`src/include/modem_baud_pkg.sv`:
```
// ==========================================
// Register map and field layout
package modem_baud_pkg;
  // Byte offsets of the AXI4-Lite word registers
  localparam logic [4:0] OFF_LINE_CTRL = 5'h00; // Bit 7 divisor access select
  localparam logic [4:0] OFF_MODEM_CTRL = 5'h04; // Modem output control
  localparam logic [4:0] OFF_STATUS = 5'h08; // Modem line status
  localparam logic [4:0] OFF_DIV_A = 5'h0c; // Divisor low byte, window 1
  localparam logic [4:0] OFF_DIV_B = 5'h10; // Divisor high byte, window 1
  localparam logic [4:0] OFF_IRQ_STATUS = 5'h14; // Sticky events, write one to clear
  localparam logic [4:0] OFF_IRQ_MASK = 5'h18; // Event mask
  localparam logic [4:0] OFF_FLOW = 5'h1c; // Flow configuration, read only
  // Field positions
  localparam int DIV_ACCESS_POS = 7;
  localparam int LOOPBACK_POS = 4;
  localparam int AUTO_FLOW_POS = 5;
  localparam int RTS_POS = 1;
  // Reset values
  localparam logic [7:0] CTRL_RESET = 8'h00;
  localparam logic [7:0] DIV_RESET = 8'h00;
  localparam logic [1:0] IRQ_RESET = 2'h0;
  // AXI responses
  localparam logic [1:0] RESP_OKAY = 2'h0;
  localparam logic [1:0] RESP_SLVERR = 2'h2;

  // Modem handshake inputs, pin level
  typedef struct packed {
    logic dcd_n;
    logic ri_n;
    logic dsr_n;
    logic cts_n;
  } modem_in_type;

  // Modem handshake outputs, pin level
  typedef struct packed {
    logic user_output_two_n;
    logic user_output_one_n;
    logic rts_n;
    logic dtr_n;
  } modem_out_type;
endpackage

```
`src/verilog/modem_status_baud.sv`:
```
`timescale 1ns/1ps
// Behaviour
// - Autoflow with RTS bit: auto RTS and CTS
// - Autoflow off disables both automatic modes
// - Four change bits, cleared by status read
// - Bit 0 CTS change, suppressed under autoflow
// - Bit 1 DSR change raises modem interrupt
// - Bit 2 RI low-to-high edge detected
// - Bit 3 DCD change raises modem interrupt
// - Bits 4-7 complement CTS DSR RI DCD
// - Loopback: bits 4-7 from control bits
// - Divide clock by divisor, 16x output
// - Divisor is two 8-bit latches
// - Latch write reloads the baud counter
// - 1.8432 MHz: 12 gives 9600, 3 38400
// - 3.072 MHz: 20 gives 9600, 5 38400
// - Divisor access select gates latch access
// - Loopback isolates inputs, outputs driven high
// - Control bit set drives output low
module modem_status_baud (
  input wire logic aclk,
  input wire logic aresetn,
  // AXI4-Lite slave
  input wire logic [4:0] s_axi_awaddr,
  input wire logic s_axi_awvalid,
  output logic s_axi_awready,
  input wire logic [31:0] s_axi_wdata,
  input wire logic [3:0] s_axi_wstrb,
  input wire logic s_axi_wvalid,
  output logic s_axi_wready,
  output logic [1:0] s_axi_bresp,
  output logic s_axi_bvalid,
  input wire logic s_axi_bready,
  input wire logic [4:0] s_axi_araddr,
  input wire logic s_axi_arvalid,
  output logic s_axi_arready,
  output logic [31:0] s_axi_rdata,
  output logic [1:0] s_axi_rresp,
  output logic s_axi_rvalid,
  input wire logic s_axi_rready,
  // Modem side
  input wire modem_baud_pkg::modem_in_type modem_in_n,
  output modem_baud_pkg::modem_out_type modem_out_n,
  output logic baud_tick,
  output logic auto_rts_en,
  output logic auto_cts_en,
  output logic irq
);
  import modem_baud_pkg::*;

  // ==========================================
  // Overview
  // One state struct, one next-state process, one register.
  // Modem pins pass two flops before any compare.
  // The bus answers one write and one read at a time.
  // Divisor zero leaves the baud counter stopped.

  // ==========================================
  // State
  typedef struct packed {
    // Bus channel state
    logic [4:0] awaddr; // Captured write address
    logic aw_held; // Write address taken
    logic [31:0] wdata; // Captured write data
    logic [3:0] wstrb; // Captured strobes
    logic w_held; // Write data taken
    logic bvalid; // Write response pending
    logic [1:0] bresp; // Write response code
    logic rvalid; // Read data pending
    logic [31:0] rdata; // Read data
    logic [1:0] rresp; // Read response code
    // Software registers
    logic [7:0] line_ctrl; // Line control byte
    logic [7:0] modem_output_control; // Modem control byte
    logic [7:0] div_a; // Divisor low latch
    logic [7:0] div_b; // Divisor high latch
    // Baud generator
    logic [15:0] baud_count; // Baud down counter
    logic baud_tick; // 16x enable pulse
    // Modem input path
    logic [3:0] sync1; // First synchroniser stage
    logic [3:0] sync2; // Second synchroniser stage
    logic [3:0] eff_prev; // Previous effective inputs
    logic [3:0] changed; // Change indicators, bits 0 to 3
    // Interrupts
    logic [1:0] irq_status; // 0 modem event, 1 baud tick
    logic [1:0] irq_mask; // Enable per event
    logic irq; // Interrupt output
    // Modem and flow outputs
    modem_out_type mout; // Modem pins
    logic auto_rts; // Auto RTS enable
    logic auto_cts; // Auto CTS enable
  } state_type;

  // Registered state and its next value
  state_type state_reg, state_next;

  // ==========================================
  // Next state
  // Bus capture, register writes and reads, change detection,
  // baud counting and interrupt flags all settle here.
  // Later assignments override earlier ones on purpose.
  always_comb begin
    // Per-cycle helpers, all set at the top
    logic aw_take; // Address accepted this cycle
    logic w_take; // Data accepted this cycle
    logic do_write; // Both halves present
    logic ar_take; // Read accepted this cycle
    logic div_sel; // Divisor window open
    logic status_read; // Status register being read
    logic loop_on; // Loopback mode
    logic [3:0] eff; // Effective active-high inputs: cts dsr ri dcd
    logic [3:0] events; // Change events this cycle
    logic [7:0] status_view; // Status byte as read
    logic [31:0] rd; // Read mux
    logic hit; // Mapped address
    // Defaults
    aw_take = 1'b0;
    w_take = 1'b0;
    do_write = 1'b0;
    ar_take = 1'b0;
    div_sel = 1'b0;
    status_read = 1'b0;
    loop_on = 1'b0;
    eff = 4'h0;
    events = 4'h0;
    status_view = 8'h00;
    rd = 32'h0000_0000;
    hit = 1'b0;
    state_next = state_reg;

    // Window select and loopback mode from the control bytes
    div_sel = state_reg.line_ctrl[DIV_ACCESS_POS];
    loop_on = state_reg.modem_output_control[LOOPBACK_POS];

    // Synchronise the modem pins
    // Stage one feeds only stage two; metastability settles there
    state_next.sync1 = modem_in_n;
    state_next.sync2 = state_reg.sync1;

    // Effective inputs, active high
    if (loop_on) begin
      // Control bits replace the pins
      eff[0] = state_reg.modem_output_control[1];
      eff[1] = state_reg.modem_output_control[0];
      eff[2] = state_reg.modem_output_control[2];
      eff[3] = state_reg.modem_output_control[3];
    end else begin
      // Complement of the pin levels
      eff = ~state_reg.sync2;
    end
    // Remember this view for the next compare
    state_next.eff_prev = eff;

    // Compare against last cycle's view, so a pin edge and a
    // loopback toggle both register as one event.
    // Entering or leaving loopback can itself flag changes.
    // Change detection
    events[0] = (eff[0] != state_reg.eff_prev[0]) && !state_reg.auto_cts;
    events[1] = eff[1] != state_reg.eff_prev[1];
    // Ring ends: active ring drops, pin returns high
    events[2] = !eff[2] && state_reg.eff_prev[2];
    events[3] = eff[3] != state_reg.eff_prev[3];

    // Status byte: levels in the high nibble, change flags low
    status_view = {eff[3], eff[2], eff[1], eff[0], state_reg.changed};

    // Address and data may arrive in either order; each is
    // held until the response handshake completes
    // Write channel capture
    if (!state_reg.aw_held && s_axi_awvalid) begin
      aw_take = 1'b1;
      state_next.aw_held = 1'b1;
      state_next.awaddr = s_axi_awaddr;
    end
    if (!state_reg.w_held && s_axi_wvalid) begin
      w_take = 1'b1;
      state_next.w_held = 1'b1;
      state_next.wdata = s_axi_wdata;
      state_next.wstrb = s_axi_wstrb;
    end
    // Write proceeds once both halves are held and no answer waits
    do_write = state_reg.aw_held && state_reg.w_held && !state_reg.bvalid;

    // Terminal count at one, so the period equals the divisor
    // Divisor zero holds the counter still and no tick is made
    // Baud counter, counts down and reloads
    state_next.baud_tick = 1'b0;
    if ({state_reg.div_b, state_reg.div_a} != 16'h0000) begin
      if (state_reg.baud_count <= 16'h0001) begin
        state_next.baud_tick = 1'b1;
        state_next.baud_count = {state_reg.div_b, state_reg.div_a};
      end else begin
        state_next.baud_count = state_reg.baud_count - 16'h0001;
      end
    end

    // Register writes
    // Both halves held: apply the write, answer next cycle
    if (do_write) begin
      // Halves stay held until the response is taken
      state_next.bvalid = 1'b1;
      state_next.bresp = RESP_OKAY;
      unique case (state_reg.awaddr)
        // Line control, bit 7 opens the divisor window
        OFF_LINE_CTRL: begin
          if (state_reg.wstrb[0]) state_next.line_ctrl = state_reg.wdata[7:0];
        end
        // Modem control: outputs, loopback, autoflow
        OFF_MODEM_CTRL: begin
          if (state_reg.wstrb[0]) state_next.modem_output_control = state_reg.wdata[7:0];
        end
        // Low divisor byte, reloads the counter
        OFF_DIV_A: begin
          if (div_sel && state_reg.wstrb[0]) begin
            state_next.div_a = state_reg.wdata[7:0];
            state_next.baud_count = {state_reg.div_b, state_reg.wdata[7:0]};
          end
        end
        // High divisor byte, reloads the counter
        OFF_DIV_B: begin
          if (div_sel && state_reg.wstrb[0]) begin
            state_next.div_b = state_reg.wdata[7:0];
            state_next.baud_count = {state_reg.wdata[7:0], state_reg.div_a};
          end
        end
        OFF_IRQ_STATUS: begin
          // Write one to clear; a new event below still wins
          if (state_reg.wstrb[0])
            state_next.irq_status = state_reg.irq_status & ~state_reg.wdata[1:0];
        end
        // Event mask
        OFF_IRQ_MASK: begin
          if (state_reg.wstrb[0]) state_next.irq_mask = state_reg.wdata[1:0];
        end
        OFF_STATUS, OFF_FLOW: begin
          // Read only, write ignored
        end
        // Unmapped offset
        default: begin
          state_next.bresp = RESP_SLVERR;
        end
      endcase
    end
    // Response taken: free both channels for the next write
    if (state_reg.bvalid && s_axi_bready) begin
      state_next.bvalid = 1'b0;
      state_next.aw_held = 1'b0;
      state_next.w_held = 1'b0;
    end

    // One read at a time; data and code are registered and stand
    // until the read response handshake
    // Register reads
    if (!state_reg.rvalid && s_axi_arvalid) begin
      ar_take = 1'b1;
      hit = 1'b1;
      unique case (s_axi_araddr)
        OFF_LINE_CTRL: rd = {24'h0, state_reg.line_ctrl};
        OFF_MODEM_CTRL: rd = {24'h0, state_reg.modem_output_control};
        OFF_STATUS: begin
          rd = {24'h0, status_view};
          // Change flags clear below, at this taken edge
          status_read = 1'b1;
        end
        OFF_DIV_A: rd = div_sel ? {24'h0, state_reg.div_a} : 32'h0;
        OFF_DIV_B: rd = div_sel ? {24'h0, state_reg.div_b} : 32'h0;
        OFF_IRQ_STATUS: rd = {30'h0, state_reg.irq_status};
        OFF_IRQ_MASK: rd = {30'h0, state_reg.irq_mask};
        OFF_FLOW: rd = {30'h0, state_reg.auto_cts, state_reg.auto_rts};
        // Unmapped offset reads zero
        default: hit = 1'b0;
      endcase
      // Answer on the next edge
      state_next.rvalid = 1'b1;
      state_next.rdata = rd;
      state_next.rresp = hit ? RESP_OKAY : RESP_SLVERR;
    end else if (state_reg.rvalid && s_axi_rready) begin
      state_next.rvalid = 1'b0;
    end

    // Change indicators: read clears, coincident event survives
    // Clear and set in one cycle: set wins
    state_next.changed = (status_read ? 4'h0 : state_reg.changed) | events;

    // Sticky interrupt events, set after any clear
    // A write-one clear earlier in this process is overridden by
    // a new event, so no event is lost
    state_next.irq_status[0] = state_next.irq_status[0] | (|events);
    state_next.irq_status[1] = state_next.irq_status[1] | state_reg.baud_tick;
    state_next.irq = |(state_next.irq_status & state_reg.irq_mask);

    // Flow configuration
    // Autoflow alone gives auto CTS; with the RTS bit, auto RTS too
    // Registered, so it follows a control write by one cycle
    state_next.auto_cts = state_reg.modem_output_control[AUTO_FLOW_POS];
    state_next.auto_rts = state_reg.modem_output_control[AUTO_FLOW_POS]
                        & state_reg.modem_output_control[RTS_POS];

    // Modem outputs: set bit drives low, loopback forces high
    // In loopback the pins rest inactive while the status sees the bits
    if (loop_on) begin
      state_next.mout = 4'hf;
    end else begin
      state_next.mout = ~state_reg.modem_output_control[3:0];
    end
  end

  // ==========================================
  // State register
  // Synchronous reset to constants only
  // Synchroniser stages reset to the idle pin level
  always_ff @(posedge aclk) begin
    if (!aresetn) begin
      // Clear everything, then set named reset values
      state_reg <= '0;
      state_reg.line_ctrl <= CTRL_RESET;
      state_reg.modem_output_control <= CTRL_RESET;
      state_reg.div_a <= DIV_RESET;
      state_reg.div_b <= DIV_RESET;
      state_reg.irq_status <= IRQ_RESET;
      state_reg.irq_mask <= IRQ_RESET;
      state_reg.sync1 <= 4'hf;
      state_reg.sync2 <= 4'hf;
      state_reg.mout <= 4'hf;
    end else begin
      state_reg <= state_next;
    end
  end

  // ==========================================
  // Outputs
  // Write readies are inverted held flags, read ready is inverted rvalid; the rest are flops
  assign s_axi_awready = !state_reg.aw_held;
  assign s_axi_wready = !state_reg.w_held;
  assign s_axi_bvalid = state_reg.bvalid;
  assign s_axi_bresp = state_reg.bresp;
  assign s_axi_arready = !state_reg.rvalid;
  assign s_axi_rvalid = state_reg.rvalid;
  assign s_axi_rdata = state_reg.rdata;
  assign s_axi_rresp = state_reg.rresp;
  assign modem_out_n = state_reg.mout;
  assign baud_tick = state_reg.baud_tick;
  assign auto_rts_en = state_reg.auto_rts;
  assign auto_cts_en = state_reg.auto_cts;
  assign irq = state_reg.irq;
endmodule
```
`config.mk`:
```
export PLATFORM = sky130hd
export DESIGN_NAME = modem_status_baud
export DESIGN_NICKNAME = d
export VERILOG_FILES = /design/src/include/modem_baud_pkg.sv /design/src/verilog/modem_status_baud.sv
export SDC_FILE = /design/constraint.sdc
export NUM_CORES = 1
export LEC_CHECK = 0
export CAP_MARGIN = 10
export CORE_UTILIZATION = 48
export CTS_CLUSTER_SIZE = 40
export DETAILED_ROUTE_END_ITERATION = 7
export DONT_BUFFER_PORTS = 1
export PLACE_DENSITY = 0.66
export SYNTH_ARGS = -nofsm -noshare
export SYNTH_HDL_FRONTEND = slang
export SYNTH_SLANG_ARGS = --single-unit
```
`constraint.sdc`:
```
create_clock -name aclk -period 2.3 [get_ports aclk]
set_input_delay 0.115 -clock aclk [delete_from_list [all_inputs] [get_ports aclk]]
set_output_delay 0.115 -clock aclk [all_outputs]
set_load 0.005 [all_outputs]
```
==> impl_metrics.ini <==
[place]
place.gp.congestion = 0.9325
dpl_cell_area_sq_mm = 0.005291
portBuffers = 0
hpwl_mm = 9.581

[cts]
clockRootBuffer = clkbuf_8
cts.clk_slew.worst_paths_ns = 0.12
insertion_delay_ns = 0.38
cts_buffers = 9
cts.sinks = 104
cts_setup_buffers = 0
cts_tree = done
clock_path_buffers = 2
htreeDepth = 3

[hold_path]
min_path_type = input port to flop
hold_depth = 2

[synthesis]
synth_ff_type = dfxtp_1
ys_seq_area_frac = 0.4007
synth_fa_ha_area_frac = 0.004816
netlist_instances = 624
synth_edf_count = 0
synth-xor-area-share = 0.005057
yosys_warnings = 0
yosysUniqueCellTypes = 67
synth_top_family_by_area = simple AND/OR/NAND/NOR gates
synth-seq-cells = 104
synth_compound_area_frac = 0.1987
synth.cell_area_sq_mm = 0.005196
async_flop_share = 0
synth.area.mux_share = 0.08331
avgSynthCellArea_sq_um = 8.327
synth_simple_gate_area_share = 0.2068

[power]
ir_drop_v = 0.0003680
internal_power_mw = 2.387
swShare = 0.2790
p_sw_uw = 923.9
seqPwrFrac = 0.568
p_leak_nw = 2.242
p_per_area_mw_per_mm2 = 565.1
power_frac_clock = 0.360
combPwrFrac = 0.072

[layout]
n_fill_cell = 986
num_antenna_cells = 0
design_area_sq_mm = 0.005859
syn2layout_area_growth_pct = 12.76
fin_util = 0.5625
nNetsFinal = 712
drive_gt1_frac = 0.1109
largest_reg_flops = 79

[timing]
timing.fmax_mhz = 446.0
slew_viol_final = 0
finalSetupViolations = 0
period_share = 0.9749
min_period_ns = 2.242
tns_ns = 0
finalHoldViolCount = 0
worst_slew_pin_slew_ns = 0.7585
relSlewSlack = 0.4936
fin_skew_ns = 0.01689

[worst_setup_path]
worstPathMaxFanout = 11
cp.required_ns = 2.58
critPathSlowestCell = or4b_4
max_stage_delay_ns = 0.49
cp.depth = 7
critPathKind = flop to flop
critPathBufInv = 1
worst_ep_arrival_time_ns = 2.52
reg2regPathDepth = 7
critPathLaunchType = flop
cp-end-kind = flop
cp_cell_sequence = or3_4 -> or4b_4 -> buf_4 -> or3_1 -> a21oi_2 -> o32ai_1 -> and2_1
crit_family = simple AND/OR/NAND/NOR gates

[floorplan]
start_util = 0.4989
io_pins = 106
die_area_sq_mm = 0.01125
rows = 37
dieHeight_um = 106.0
coreArea_sq_mm = 0.01042
chipWidth_um = 106.0

[detailed_routing]
num_vias = 4594
drc = 0
routed_via_density = 5.786
wl_per_cell_um = 17.78
drtPass1Iterations = 6
drt-initial-drc-count = 368
routed_wl_mm = 14.12
drtAntennaViolNets = 0

[status]
status = completed

[global_routing]
grt_first_pass_wirelength_mm = 22.29
grtUsageTotal = 0.2573
globalRoute.totalOverflow = 0
grt_pass1_vias = 4279
grt_max_degree = 41
antenna_found_initial = 0

[run]
drv_cap = 0
per-layer routing:
| layer | GRT usage | vias up | share of wire |
|---|---|---|---|
| li1 | - | 2207 | - |
| met1 | 0.3520 | 2140 | 0.43 |
| met2 | 0.3810 | 214 | 0.45 |
| met3 | 0.08277 | 33 | 0.095 |
| met4 | 0.08631 | 0 | 0.025 |
| met5 | 0 | - | 0 |
kinds of logic (layout without fill, tap and decap cells):
kind of cell               Yosys count  after routing
buffers and inverters               93            102
AOI/OAI and AO/OA                  153            153
DFF                                104            104
adders and majority gates            2              2
other                                1             26
xor gates and xnor gates             3              3
muxes                               43             43
and+or+nand+nor                    225            225
worst paths after layout:
check	slack [ns]	end	from
setup / recovery	0.06	state_reg[32]	state_reg[42]
hold reg to reg	0.42	state_reg[22]	state_next[22]
hold / removal	0.04	state_reg[37]	aresetn
setup reg to reg	0.06	state_reg[32]	state_reg[42]
synthesized netlist by cell type (all sizes together) (2+ instances only):
library cell  number  area, sq um
or4                2        15.01
nor3b              2        15.01
nand2b            10        62.56
a31o               3        26.28
nor2b              7        43.79
a211oi             3        22.52
a221oi             2        17.52
xnor2              3        26.28
o31ai              3        27.52
o21a              11        82.58
a22oi             18        135.1
and4               3        26.28
a22o               3        26.28
and3               2        12.51
a31oi              6        37.54
mux2i             41        410.4
buf               48        350.3
nor3              14        75.07
nand2             64        240.2
a2bb2oi            3        26.28
mux2               2        22.52
o21ai             25        125.1
nor2              77        289.0
o22ai              8        50.05
a222oi             7        70.07
dfxtp            104         2082
inv               15        56.30
ha                 2        25.02
nand3             14        70.07
o221ai             2        23.77
clkbuf            29        108.9
and2              10        62.56
a21oi             46        249.0
nand4              3        18.77
nor4               9        77.57
or3                4        30.03
o32ai              2        17.52
through the flow:
| step | hold WS [ns] | setup WS (ns) | power (mW) | std cells |
|---|---|---|---|---|
| after floorplan | 0.2140 | 0.1871 | 2.079 | 649 |
| after global placement | 0.1939 | 0.1506 | 2.088 | 745 |
| after detailed placement | 0.1970 | 0.1002 | 2.094 | 745 |
| after CTS | 0.002047 | 0.07142 | 3.335 | 793 |
| after global routing | 0.02428 | -0.01207 | 3.458 | 794 |
| final | 0.03700 | 0.05771 | 3.311 | 794 |
what timing repair did:
| action | CTS | global route |
|---|---|---|
| gates resized for setup | 0 | 4 |
| setup endpoints to repair | 0 | 2 |
| hold buffers | 32 | 1 |
| endpoints found under the hold margin | 48 | 1 |
power by group through the flow:
stage / Sequential (mW) / Clock [mW] / Combinational, mW
finish: 1.88 / 1.19 / 0.239
CTS: 1.88 / 1.23 / 0.232
global route: 1.89 / 1.31 / 0.262
floorplan: 1.90 / 0 / 0.177
detailed placement: 1.92 / 0 / 0.175
global placement: 1.92 / 0 / 0.170
cell type report:
cell class | count | area (sq um) | area share
Multi-Input combinational cell | 452 | 2698 | 0.4604
Clock buffer | 9 | 123.9 | 0.02114
Tap cell | 136 | 170.2 | 0.02904
Timing Repair Buffer | 70 | 634.4 | 0.1083
Inverter | 16 | 60.06 | 0.01025
Clock inverter | 7 | 91.34 | 0.01559
Sequential cell | 104 | 2082 | 0.3553
layout by cell type (no fill, tap or decap), types with 6 or more instances in the layout:
| master | instances |
|---|---|
| dlygate4sd3_1 | 32 |
| nor2b_1 | 7 |
| nor4_1 | 7 |
| mux2i_1 | 41 |
| a222oi_1 | 7 |
| nand2_1 | 64 |
| o22ai_1 | 8 |
| o21a_1 | 11 |
| clkbuf_8 | 9 |
| and2_1 | 8 |
| a22oi_1 | 18 |
| nor2_1 | 76 |
| nand3_1 | 14 |
| nand2b_1 | 10 |
| conb_1 | 26 |
| a21oi_1 | 42 |
| inv_1 | 15 |
| buf_4 | 35 |
| a31oi_1 | 6 |
| nor3_1 | 13 |
| o21ai_0 | 22 |
| dfxtp_1 | 104 |
No activity file was read; power rests on OpenSTA's default activity.
